--- config.mk ---
export PLATFORM = sky130hd
export DESIGN_NAME = tape_reader_io_sync_control
export DESIGN_NICKNAME = d
export VERILOG_FILES = /design/src/design/tape_io_pkg.sv /design/src/design/tape_reader_io_sync_control.sv
export SDC_FILE = /design/constraint.sdc
export NUM_CORES = 1
export LEC_CHECK = 0
export BUFFER_PORTS_ARGS = -buffer_cell sky130_fd_sc_hd__clkbuf_2
export CAP_MARGIN = 20
export CORE_ASPECT_RATIO = 0.75
export CORE_MARGIN = 2
export CORE_UTILIZATION = 43
export DETAILED_ROUTE_END_ITERATION = 10
export PLACE_DENSITY = 0.77
export SYNTH_ARGS = -nofsm -noshare
export SYNTH_HDL_FRONTEND = slang
export SYNTH_HIERARCHICAL = 1
export SYNTH_SLANG_ARGS = --single-unit
--- constraint.sdc ---
create_clock -name aclk -period 1.74 [get_ports aclk]
set_clock_uncertainty 0.05 [all_clocks]
set_input_delay 0.087 -clock aclk [delete_from_list [all_inputs] [get_ports aclk]]
set_output_delay 0.087 -clock aclk [all_outputs]
set_load 0.03 [all_outputs]
--- src/design/tape_io_pkg.sv ---
// Package: constants, register map and carriers for the tape reader I/O control
package tape_io_pkg;

  localparam int          CLK_MHZ        = 40;
  // Width of each reader sample pulse in microseconds
  localparam int          SAMPLE_US      = 100;
  localparam int          SAMPLE_CYC     = SAMPLE_US * CLK_MHZ;
  localparam int          CNT_W          = 12;

  localparam logic [31:0] OPER_OFFSET    = 32'h0000_0000;
  localparam logic [31:0] STATUS_OFFSET  = 32'h0000_0004;
  localparam logic [31:0] OPER_RESET     = 32'h0000_0000;

  localparam logic [1:0]  RESP_OKAY      = 2'h0;
  localparam logic [1:0]  RESP_SLVERR    = 2'h2;

  // Operator panel, one bit per switch, held high while pressed
  typedef struct packed {
    logic reader_offline;
    logic parity_inhibit;
    logic single_char;
    logic reader_to_comp;
    logic parity_reset;
    logic master_reset;
    logic stop_read;
    logic start_read;
    logic start_compute;
  } oper_s;

  localparam int          OPER_W         = $bits(oper_s);

  // Read-only view of the block's own state
  typedef struct packed {
    logic       ready_sync;
    logic       parity_err;
    logic       offline_sample;
    logic       sample;
    logic       offline_advance;
    logic       advance;
    logic       input_mode;
    logic       reader_sel;
    logic [7:0] offline_char;
    logic [7:0] char_bits;
  } status_s;

endpackage

--- src/design/tape_reader_io_sync_control.sv ---
// Tape reader character I/O control with AXI4-Lite operator registers
//
// Contract
// - Start-compute on button, stop code with inhibit or error, or single-char ready.
// - Ready-sync needs device ready, start-read released, no error or inhibit.
// - Reader select sets on select with bits 3-6 zero, or reader button.
// - Reader select clears on select with bit 6 zero and bit 3-5 one.
// - Reader select clears when off-line reader switch becomes active.
// - Input mode sets on input-command strobe or start-read button.
// - Input mode clears on start-compute, select, single-char begin, or stop-read.
// - Advance sets only with input mode and all-devices-ready query.
// - Advance clears at trailing edge of the reader sample pulse.
// - Master-reset button also drives the select strobe.
// - On-line sample triggers on cam 1, select, advance, reader on-line.
// - Sample pulse is a fixed-width one-shot started by its trigger.
// - Off-line sample ignores select; uses cam 1 and off-line advance.
// - Brush inputs set character bits during the sample pulse.
// - Seven-bit character register; a common clear zeros all bits.
// - Clear strobe on leading edge of output command or sample pulse.
// - Master or parity reset clears bit 6, sets bits 1-5 and 7.
// - While output strobe high, bits 1-6 load from output bits 7-2.
// - During output, with no clear, parity error sets bit 7.
// - Parity error on odd ones count, suppressed for the delete code.
// - All-devices-ready query is ready-sync AND input device ready.
// - Character-begin during sample with no clear, single-char or non-stop code.
//
// Local design decisions: the AXI4-Lite interface to the registers and the placing of the registers.
`timescale 1ns/10ps

// One-shot for the reader sample pulse. The counter sets the width, so a
// trigger that stays high for many cycles still gives a single pulse; a
// new pulse needs the trigger to fall and rise again after the count ends.
module tape_sample_one_shot
  import tape_io_pkg::*;
(
  input  wire logic aclk,
  input  wire logic aresetn,
  input  wire logic trig,
  output logic      pulse
);
  logic [CNT_W-1:0] cnt_reg;
  logic             trig_reg;

  always_ff @(posedge aclk) begin
    if (!aresetn) begin
      trig_reg <= 1'b0;
    end else begin
      trig_reg <= trig;
    end
  end

  // Retrigger ignored while running, so the width never stretches
  always_ff @(posedge aclk) begin
    if (!aresetn) begin
      cnt_reg <= '0;
    end else if (cnt_reg != '0) begin
      cnt_reg <= cnt_reg - 1'b1;
    end else if (trig && !trig_reg) begin
      cnt_reg <= CNT_W'(SAMPLE_CYC);
    end
  end

  assign pulse = (cnt_reg != '0);
endmodule

module tape_reader_io_sync_control
  import tape_io_pkg::*;
(
  input  wire logic        aclk,
  input  wire logic        aresetn,
  input  wire logic [31:0] s_axi_awaddr,
  input  wire logic [2:0]  s_axi_awprot,
  input  wire logic        s_axi_awvalid,
  output logic             s_axi_awready,
  input  wire logic [31:0] s_axi_wdata,
  input  wire logic [3:0]  s_axi_wstrb,
  input  wire logic        s_axi_wvalid,
  output logic             s_axi_wready,
  output logic [1:0]       s_axi_bresp,
  output logic             s_axi_bvalid,
  input  wire logic        s_axi_bready,
  input  wire logic [31:0] s_axi_araddr,
  input  wire logic [2:0]  s_axi_arprot,
  input  wire logic        s_axi_arvalid,
  output logic             s_axi_arready,
  output logic [31:0]      s_axi_rdata,
  output logic [1:0]       s_axi_rresp,
  output logic             s_axi_rvalid,
  input  wire logic        s_axi_rready,
  input  wire logic        input_cmd,
  input  wire logic        output_cmd,
  input  wire logic [7:1]  out_bits,
  input  wire logic        select_cmd,
  input  wire logic        mem_ready,
  input  wire logic        out_dev_ready,
  input  wire logic        input_dev_ready,
  input  wire logic        offline_dev_ready,
  input  wire logic        typewriter_func,
  input  wire logic        reader_cam1,
  input  wire logic [7:1]  brush,
  output logic             start_compute,
  output logic             ready_sync,
  output logic [7:1]       char_out,
  output logic [7:1]       offline_char_out,
  output logic             sample_out
);
  oper_s          oper_reg;
  logic [7:1]     char_reg;
  logic [7:1]     offline_char_reg;
  logic           reader_sel_reg;
  logic           input_mode_reg;
  logic           advance_reg;
  logic           offline_advance_reg;
  logic           start_compute_reg;
  logic           ready_sync_reg;
  logic           output_cmd_prev_reg;
  logic           sample_prev_reg;
  logic           offline_sample_prev_reg;
  logic           offline_prev_reg;
  logic           bvalid_reg;
  logic [1:0]     bresp_reg;
  logic           rvalid_reg;
  logic [1:0]     rresp_reg;
  logic [31:0]    rdata_reg;

  logic           sample;
  logic           offline_sample;
  logic           char_clear;
  logic           offline_clear;
  logic           select_strobe;
  logic           parity_err;
  logic           stop_code;
  logic           sc_term;
  logic           rs_term;
  logic           all_ready;
  logic           char_begin;
  logic           online_trig;
  logic           offline_trig;
  logic           wr_fire;
  logic           rd_fire;
  status_s        status;

  // Edge detectors compare against last cycle's sample of each source
  always_ff @(posedge aclk) begin
    if (!aresetn) begin
      output_cmd_prev_reg     <= 1'b0;
      sample_prev_reg         <= 1'b0;
      offline_sample_prev_reg <= 1'b0;
      offline_prev_reg        <= 1'b0;
    end else begin
      output_cmd_prev_reg     <= output_cmd;
      sample_prev_reg         <= sample;
      offline_sample_prev_reg <= offline_sample;
      offline_prev_reg        <= oper_reg.reader_offline;
    end
  end

  assign char_clear    = (output_cmd && !output_cmd_prev_reg)
                       || (sample && !sample_prev_reg);
  assign offline_clear = offline_sample && !offline_sample_prev_reg;

  assign select_strobe = select_cmd || oper_reg.master_reset;

  // Delete code (all seven ones) would otherwise read as odd
  assign parity_err = (^char_reg) && !(&char_reg);
  assign stop_code  = (char_reg[6:1] == 6'h00);

  // The stop-code path waits until the clear cycle of the sample has
  // passed, so it only judges the freshly read character
  assign sc_term = oper_reg.start_compute
                 || (oper_reg.single_char && mem_ready)
                 || ((oper_reg.parity_inhibit || parity_err)
                     && !oper_reg.single_char && stop_code
                     && !char_clear && sample);

  // Holding start-read drops ready-sync, which also keeps advance off
  assign rs_term = out_dev_ready && !oper_reg.start_read
                 && (!parity_err || oper_reg.parity_inhibit);

  assign all_ready = rs_term && input_dev_ready;

  assign char_begin = sample && !char_clear
                    && (oper_reg.single_char
                        || (!stop_code && !typewriter_func));

  assign online_trig  = reader_cam1 && reader_sel_reg && advance_reg
                      && !oper_reg.reader_offline;
  assign offline_trig = reader_cam1 && offline_advance_reg
                      && oper_reg.reader_offline;

  tape_sample_one_shot u_online_shot (
    .aclk    (aclk),
    .aresetn (aresetn),
    .trig    (online_trig),
    .pulse   (sample)
  );

  tape_sample_one_shot u_offline_shot (
    .aclk    (aclk),
    .aresetn (aresetn),
    .trig    (offline_trig),
    .pulse   (offline_sample)
  );

  // Strobes to the computer are registered for clean timing
  always_ff @(posedge aclk) begin
    if (!aresetn) begin
      start_compute_reg <= 1'b0;
      ready_sync_reg    <= 1'b0;
    end else begin
      start_compute_reg <= sc_term;
      ready_sync_reg    <= rs_term;
    end
  end

  // Operator set terms win over the select strobe
  // The off-line leading-edge clear comes last, so a select code seen in
  // the same cycle decides the flag
  always_ff @(posedge aclk) begin
    if (!aresetn) begin
      reader_sel_reg <= 1'b0;
    end else if ((select_strobe && char_reg[6:3] == 4'h0)
                 || oper_reg.reader_to_comp) begin
      reader_sel_reg <= 1'b1;
    end else if (select_strobe && !char_reg[6]
                 && (char_reg[5:3] != 3'h0)) begin
      reader_sel_reg <= 1'b0;
    end else if (oper_reg.reader_offline && !offline_prev_reg) begin
      reader_sel_reg <= 1'b0;
    end
  end

  // Input mode serves both on-line and off-line reading
  always_ff @(posedge aclk) begin
    if (!aresetn) begin
      input_mode_reg <= 1'b0;
    end else if (input_cmd || oper_reg.start_read) begin
      input_mode_reg <= 1'b1;
    end else if (sc_term || select_strobe || oper_reg.stop_read
                 || (char_begin && oper_reg.single_char)) begin
      input_mode_reg <= 1'b0;
    end
  end

  // Trailing-edge clear wins, so a set term that still holds restarts the
  // read one cycle later, never inside the pulse that just ended
  always_ff @(posedge aclk) begin
    if (!aresetn) begin
      advance_reg <= 1'b0;
    end else if (!sample && sample_prev_reg) begin
      advance_reg <= 1'b0;
    end else if (input_mode_reg && all_ready) begin
      advance_reg <= 1'b1;
    end
  end

  // Start-read held down keeps the off-line read from starting
  always_ff @(posedge aclk) begin
    if (!aresetn) begin
      offline_advance_reg <= 1'b0;
    end else if (!offline_sample && offline_sample_prev_reg) begin
      offline_advance_reg <= 1'b0;
    end else if (input_mode_reg && oper_reg.reader_offline
                 && offline_dev_ready && !oper_reg.start_read) begin
      offline_advance_reg <= 1'b1;
    end
  end

  // Order: common clear, then brush and output sets, then panel reset
  // Output bits are ORed in on every cycle of the strobe, so the computer
  // must keep them steady from the strobe's leading edge until it falls
  always_ff @(posedge aclk) begin
    if (!aresetn) begin
      char_reg <= 7'h00;
    end else if (oper_reg.master_reset || oper_reg.parity_reset) begin
      char_reg <= {1'b1, 1'b0, 5'h1f};
    end else begin
      char_reg <= (char_clear ? 7'h00 : char_reg)
                | (sample ? brush : 7'h00)
                | (output_cmd ? {1'b0, out_bits[2], out_bits[3],
                                 out_bits[4], out_bits[5], out_bits[6],
                                 out_bits[7]} : 7'h00)
                | {output_cmd && !char_clear && parity_err,
                   6'h00};
    end
  end

  always_ff @(posedge aclk) begin
    if (!aresetn) begin
      offline_char_reg <= 7'h00;
    end else begin
      offline_char_reg <= (offline_clear ? 7'h00 : offline_char_reg)
                        | (offline_sample ? brush : 7'h00);
    end
  end

  assign status.ready_sync      = ready_sync_reg;
  assign status.parity_err      = parity_err;
  assign status.offline_sample  = offline_sample;
  assign status.sample          = sample;
  assign status.offline_advance = offline_advance_reg;
  assign status.advance         = advance_reg;
  assign status.input_mode      = input_mode_reg;
  assign status.reader_sel      = reader_sel_reg;
  assign status.offline_char    = {1'b0, offline_char_reg};
  assign status.char_bits       = {1'b0, char_reg};

  // AXI4-Lite: address and data taken together, one of each in flight
  assign s_axi_awready = s_axi_awvalid && s_axi_wvalid && !bvalid_reg;
  assign s_axi_wready  = s_axi_awready;
  assign wr_fire       = s_axi_awready;
  assign s_axi_arready = !rvalid_reg;
  assign rd_fire       = s_axi_arvalid && s_axi_arready;

  // Byte lanes above bit 8 hold nothing, so lanes 2 and 3 are ignored
  always_ff @(posedge aclk) begin
    if (!aresetn) begin
      oper_reg <= oper_s'(OPER_RESET[OPER_W-1:0]);
    end else if (wr_fire && s_axi_awaddr[31:2] == OPER_OFFSET[31:2]) begin
      oper_reg <= oper_s'({s_axi_wstrb[1] ? s_axi_wdata[OPER_W-1:8]
                                          : oper_reg[OPER_W-1:8],
                           s_axi_wstrb[0] ? s_axi_wdata[7:0]
                                          : oper_reg[7:0]});
    end
  end

  always_ff @(posedge aclk) begin
    if (!aresetn) begin
      bvalid_reg <= 1'b0;
      bresp_reg  <= RESP_OKAY;
    end else if (wr_fire) begin
      bvalid_reg <= 1'b1;
      bresp_reg  <= (s_axi_awaddr[31:2] == OPER_OFFSET[31:2])
                  ? RESP_OKAY : RESP_SLVERR;
    end else if (s_axi_bready) begin
      bvalid_reg <= 1'b0;
    end
  end

  always_ff @(posedge aclk) begin
    if (!aresetn) begin
      rvalid_reg <= 1'b0;
      rresp_reg  <= RESP_OKAY;
      rdata_reg  <= 32'h0000_0000;
    end else if (rd_fire) begin
      rvalid_reg <= 1'b1;
      if (s_axi_araddr[31:2] == OPER_OFFSET[31:2]) begin
        rresp_reg <= RESP_OKAY;
        rdata_reg <= {{(32-OPER_W){1'b0}}, oper_reg};
      end else if (s_axi_araddr[31:2] == STATUS_OFFSET[31:2]) begin
        rresp_reg <= RESP_OKAY;
        rdata_reg <= {{(32-$bits(status_s)){1'b0}}, status};
      end else begin
        rresp_reg <= RESP_SLVERR;
        rdata_reg <= 32'h0000_0000;
      end
    end else if (s_axi_rready) begin
      rvalid_reg <= 1'b0;
    end
  end

  assign s_axi_bvalid     = bvalid_reg;
  assign s_axi_bresp      = bresp_reg;
  assign s_axi_rvalid     = rvalid_reg;
  assign s_axi_rresp      = rresp_reg;
  assign s_axi_rdata      = rdata_reg;
  assign start_compute    = start_compute_reg;
  assign ready_sync       = ready_sync_reg;
  assign char_out         = char_reg;
  assign offline_char_out = offline_char_reg;
  assign sample_out       = sample;
endmodule

==> metrics, run 1 <==
fraction of layout cells with a size suffix above 1 46.9%; hold path cells 3; Worst R2R Setup Slack -0.07 ns; CTS tree yes; minimum clock period 1.81 ns; drt total wl 13.4 mm; clock buffer depth 2; vias per cell 5.38; Mapped Cells roughly 460; Sink Count 86; Setup CP Type flip-flop to output port; nets 815; max reg flops 23; worst-case reg-to-reg path depth 7; first-pass GRT wire length between 20 and 25 mm; Post-synth EDFFs 0; failing checks negative setup slack; peak supply drop 0.638 mV; Starting Density 44.2%; Mean Syn Cell Area 9.28 sq um; Post-Syn Area 4250 sq um; PwrDens 1630 nW/um^2; RePlAce Congestion 0.848; Final Hold Viols 0; hpwl dp between 9 and 10 mm; share of flip-flops with an asynchronous set or reset 0%; leakage 2.87 nW; Worst Hold Launch brush[4]; number of CTS-inserted buffers 9; IO Count 194; synthesis-to-layout area growth 50.6%; Hold WC Path Type input port to flip-flop; Final ANT Viol Nets 0; sink of the worst hold path offline_char_out[4]$_SDFF_PN0_; startpoint types flip-flop; Max-slew headroom between 60% and 70%; Ys Warns 6; most frequent cell after synthesis dfxtp_1; initial antenna violation count 0; core region area between 9000 and 10000 sq um; Die ar. 10700 sq um; via count around 4300; Crit path arrival time 1.67 ns; FF+latch count, synth 86; critical path's largest stage delay 0.34 ns; Yosys top cell by area dfxtp_1; Synth top area share 40.5%; grt ovf 0; Crit Path Max Fanout 9; design area 6400 sq um; reg2reg start u_online_shot/cnt_reg[1]$_SDFFE_PN0P_; worst skew pair latency approximately 0.34 ns; Max Cap Violations 0; vias in the first global route 4239; overall routing resource usage 24.0%; synth top area cells dfxtp_1 41%, nand2_1 4.5%, mux2i_1 4.5%, and2_1 3.1%, ha_1 2.9%; Critical Path RT 1.60 ns; PortBufs 145; Pre-Repair DR Iteration Count 5; capturing point of the worst reg2reg path u_online_shot/cnt_reg[8]$_SDFFE_PN0P_; crit path cell chain inv_4 > ha_4 > nor4b_4 > and3_4 > inv_8 > buf_6 > buf_8; Die Y about 90 um; largest net degree at the start of global routing 28; initial DRC count 214; RSZ-0062 raised after global routing true; diodes inserted 0; die width between 100 and 150 um; Final Slew Violations 0; worst-margin pin slew 0.501 ns; status finished with violations; final core occ 66.5%; dpl cell area 5440 sq um; # DRC 0; Tcrit/Tclk final 104%; Worst-path clk slew 0.06 ns; Seq/Total Area, Yosys 40.5%; CTS root buffer clkbuf_16; row cnt 31; Final setup viols 10; Distinct cells, synth 62; predominant post-synthesis flop cell dfxtp_1; drt wl/cell 16.6 um; highest-delay cell along the critical path dfxtp_2; H-tree lvl count 3; Crit. End Element output port; Final Worst Setup Slack -0.0696 ns; f_max 553 MHz; leading cell types by count after synthesis 86 x dfxtp_1, 51 x nand2_1, 21 x and2_1
kinds of logic after synthesis:
logic type,count (synthesis),synth area share (%)
and+or+nand+nor,187,25.5
AOI/OAI and AO/OA,93,18.2
DFF,86,40.5
buffers and inverters,58,7.54
muxes,19,4.47
adders and majority gates,10,2.94
xor gates and xnor gates,4,0.824
other,1,0.0882
per-stage QoR:
step	hold WS, ns	power (mW)	TNS (ns)	std cells	worst slack, ns
after CTS	0.00418	9.37	-0.136	795	-0.0641
final	0.00972	10.4	-0.423	806	-0.0696
after global placement	0.269	6.79	-0.183	758	-0.0330
after floorplan	0.175	5.66	-1.03	468	-0.0689
after detailed placement	0.274	6.99	-1.36	758	-0.129
after global routing	0.0228	11.0	-1.74	806	-0.143
final cells by class:
cell class,instances,area (sq um)
clock buffers,13,272
clock inverters,3,26.3
fillers,793,3220
inverters,22,108
multi-input cells,324,2640
flip-flops and latches,86,1760
well taps,132,165
repair buffers,226,1430
metal layers:
metal  vias to the layer above  global-route usage (%)  share of wire [%]
met5                         -                       0                  0
met2                       125                    39.7                 49
met4                         0                    7.34                2.1
met1                      2097                    30.5                 44
li1                       2085                       -                  -
met3                        27                    6.47                5.0
critical path: cells and delay by family, from the launching register on:
| kind | cells | cell delay, ns |
|---|---|---|
| adders and majority gates | 1 | 0.12 |
| buffers and inverters | 4 | 0.37 |
| DFF | 1 | 0.34 |
| and+or+nand+nor | 2 | 0.49 |
repair_timing:
action / 4_1_cts / 5_1_grt
gates resized for setup: 24 / 62
hold buffers: 15 / 3
pin swaps: 6 / 18
hold endpoints to repair: 14 / 3
buffers inserted: 6 / 8
setup endpoints to repair: 35 / 37
where the power goes:
group | internal (mW) | switching (mW)
Combinational | 2.83 | 2.76
Clock | 1.10 | 0.785
Sequential | 2.41 | 0.523
layout by cell type (no fill, tap or decap), types with 15 or more instances in the layout:
cell type	instances
nor2_1	18
dfxtp_1	74
mux2i_1	19
clkbuf_2	144
dlygate4sd3_1	18
and2_1	18
nand2_1	49
inv_1	15
buf_4	54
worst max-delay path by stage:
stage	start	endpoint	slack, ns	cells after the start
final	u_online_shot/cnt_reg[1]$_SDFFE_PN0P_	sample_out	-0.07	7
after global routing	u_online_shot/cnt_reg[4]$_SDFFE_PN0P_	sample_out	-0.14	5
after CTS	u_online_shot/cnt_reg[0]$_SDFFE_PN0P_	sample_out	-0.06	7
after detailed placement	u_online_shot/cnt_reg[1]$_SDFFE_PN0P_	char_out[6]$_SDFF_PP0_	-0.13	8
after global placement	u_online_shot/cnt_reg[1]$_SDFFE_PN0P_	u_online_shot/cnt_reg[7]$_SDFFE_PN0P_	-0.03	7
after floorplan	u_online_shot/cnt_reg[0]$_SDFFE_PN0P_	char_out[1]$_SDFF_PN0_	-0.07	9
(Power assumes the default switching activity.)
==> inputs of run 2 (changes only) <==
PLACE_DENSITY = 0.75   (was 0.77)
==> run 2 against run 1 <==
The run ends with negative hold slack, negative setup slack left. Sequential power hardly changed. Register-to-register slack got worse by 0.07 ns. Routed wire length down 1.9%. Global-route usage decreased by 0.69 points. Combinational power shrank 3%. Utilization fell by 0.82 points. Critical path depth did not move. Worst hold slack worse by 0.014 ns. Flip-flop and latch count is the same. Setup slack got worse by 0.068 ns. Clock power increased by 16%. Cell count down 1.2%.
==> metrics, run 2 (synthesized netlist as in run 1, its figures left out) <==
Inst Count DP 756 (-0.26%); initial DRC count 169 (-21%); largest net degree at the start of global routing 28 (unchanged); Die ar. 10700 sq um (unchanged); hold slack final -0.00428 ns (-0.0140 ns); combinational fraction of design power 51.6% (-2.1 points); f_max 532 MHz (-3.6%); uppermost layer routed met4; vias in the first global route 4055 (-4.3%); Final Slew Violations 0 (unchanged); Crit path arrival time 2.06 ns (+0.39 ns); Critical Path RT 1.93 ns (+0.33 ns); most common cell after layout, fill and taps aside clkbuf_2; commonest non-fill, non-tap cells in the layout 144 x clkbuf_2, 74 x dfxtp_1, 52 x buf_4; Final setup viols 8 (-2); Worst-path clk slew 0.07 ns (about the same); Starting Density 44.2% (unchanged); Final ANT Viol Nets 0 (unchanged); CTS tree yes; core region area 9620 sq um (unchanged); sequential power share 27.6% (-0.6 points); first-pass GRT wire length 20.3 mm (-1.4%); via count 4268 (-1.5%); Final Hold Viols 1 (+1); RSZ-0062 raised after global routing true; IO Count 194 (unchanged); critical path's largest stage delay 0.41 ns (+0.07 ns); final core occ 65.7% (-0.82 points); drt total wl 13.1 mm (-1.9%); WL met1 5.90 mm (-0.47%); nets 805 (-1.2%); initial antenna violation count 0 (unchanged); die width 119 um (unchanged); startpoint types flip-flop; Pre-Repair DR Iteration Count 4 (-1); Setup TNS -0.402 ns (+0.0205 ns); worst skew pair latency 0.34 ns (about the same); RePlAce Congestion 0.869 (+2.5%); Hold WC Path Type input port to flip-flop; overall routing resource usage 23.3% (-0.69 points); Crit. Startpoint u_online_shot/cnt_reg[0]$_SDFFE_PN0P_; PortBufs 145 (unchanged); minimum clock period 1.88 ns (+0.0685 ns); H-tree lvl count 3 (unchanged); peak supply drop 0.745 mV (+17%); diodes inserted 0 (unchanged); switching portion of total power 37.7% (-1.4 points); clock buffer depth 2 (unchanged); Reg area 1760 sq um (-0.14%); leakage 2.83 nW (-1.4%); crit path cell chain inv_4 > buf_12 > ha_4 > or3b_4 > a211oi_4 > a211oi_2 > a311oi_1; max reg flops 23 (unchanged); Sink Count 86 (unchanged); number of CTS-inserted buffers 9 (unchanged); fraction of layout cells with a size suffix above 1 46.2% (-0.65 points); Die Y 90.1 um (unchanged); failing checks negative hold slack, negative setup slack; Crit. End Element flip-flop; reg2reg start u_online_shot/cnt_reg[0]$_SDFFE_PN0P_; Max Cap Violations 0 (unchanged); status finished with violations; # DRC 0 (unchanged); row cnt 31 (unchanged); highest-delay cell along the critical path or3b_4; Worst Hold Launch out_bits[5]; Internal 6.56 mW (+3.4%); Setup CP Type flip-flop to flip-flop; synthesis-to-layout area growth 48.7%; Clock power frac 20.8% (+2.7 points); Met3 Wirelength 767 um (+14%); sw power 3.96 mW (-2.6%); met2 WL 6.27 mm (-3.4%); post-route insts no fill 796 (-1.2%); PwrDens 1660 nW/um^2 (+2.3%); grt ovf 0 (unchanged); multi-input logic area 2610 sq um (-1.3%); CTS root buffer clkbuf_16; hpwl dp 9.09 mm (-1.9%); vias per cell 5.36 (-0.29%); Final Worst Setup Slack -0.138 ns (-0.0685 ns); Crit Path Max Fanout 4 (-5); drt wl/cell 16.5 um (-0.69%); Tcrit/Tclk final 108% (+3.9 points); fillers 741 (-6.6%)
-- run 2: path summary, 6_finish.rpt --
check | to | slack (ns) | cells after the start
setup / recovery | u_online_shot/cnt_reg[10]$_SDFFE_PN0P_ | -0.14 | 7
hold / removal | char_out[3]$_SDFF_PN0_ | -0.004 | 3
setup reg to reg | u_online_shot/cnt_reg[10]$_SDFFE_PN0P_ | -0.14 | 7
hold reg to reg | s_axi_rdata[7]$_SDFFE_PN0P_ | 0.41 | 2
-- run 2: layout make-up --
type,instances,share of cell area (%)
multi-input cells,324,41.2
flip-flops and latches,86,27.8
repair buffers,216,21.3
clock buffers,11,3.68
well taps,132,2.61
inverters,22,1.74
clock inverters,5,1.68
-- run 2: routing by layer --
| metal | vias to the layer above | global-route usage [%] |
|---|---|---|
| met2 | 143 | 36.5 |
| met3 | 20 | 5.90 |
| met4 | 0 | 6.45 |
| met5 | - | 0 |
| li1 | 2049 | - |
| met1 | 2056 | 31.8 |
-- run 2: critical path: cells and delay by family, from the launching register on --
family / cells / cell delay (ns)
fa+ha+maj: 1 / 0.12
buf+inv: 2 / 0.18
simple gates: 1 / 0.41
compound gates: 3 / 0.68
flops: 1 / 0.33
-- run 2: timing repair --
action / CTS / global route
setup endpoints to repair: 32 / 35
hold buffers: 13 / 0
pin swaps: 6 / 17
setup buffers: 3 / 10
endpoints found under the hold margin: 12 / 0
resized for setup: 20 / 56
-- run 2: through the flow --
step	setup slack (ns)	area (sq um)	hold WS (ns)	total power, mW
floorplan	-0.0689	4420	0.175	5.66
global placement	-0.0323	5430	0.269	6.72
detailed placement	-0.0946	5430	0.274	6.89
CTS	-0.0634	6020	0.0125	9.47
global route	-0.217	6320	0.00719	11.1
finish	-0.138	6320	-0.00428	10.5
-- run 2: power groups by stage --
stage          Combinational [mW]  Clock [mW]  Sequential (mW)
2_1_floorplan                2.69           0             2.98
3_3_place_gp                 3.92           0             2.80
3_5_place_dp                 4.07           0             2.82
4_1_cts                      4.46        2.21             2.80
5_1_grt                      5.82        2.31             2.94
6_report                     5.43        2.19             2.90
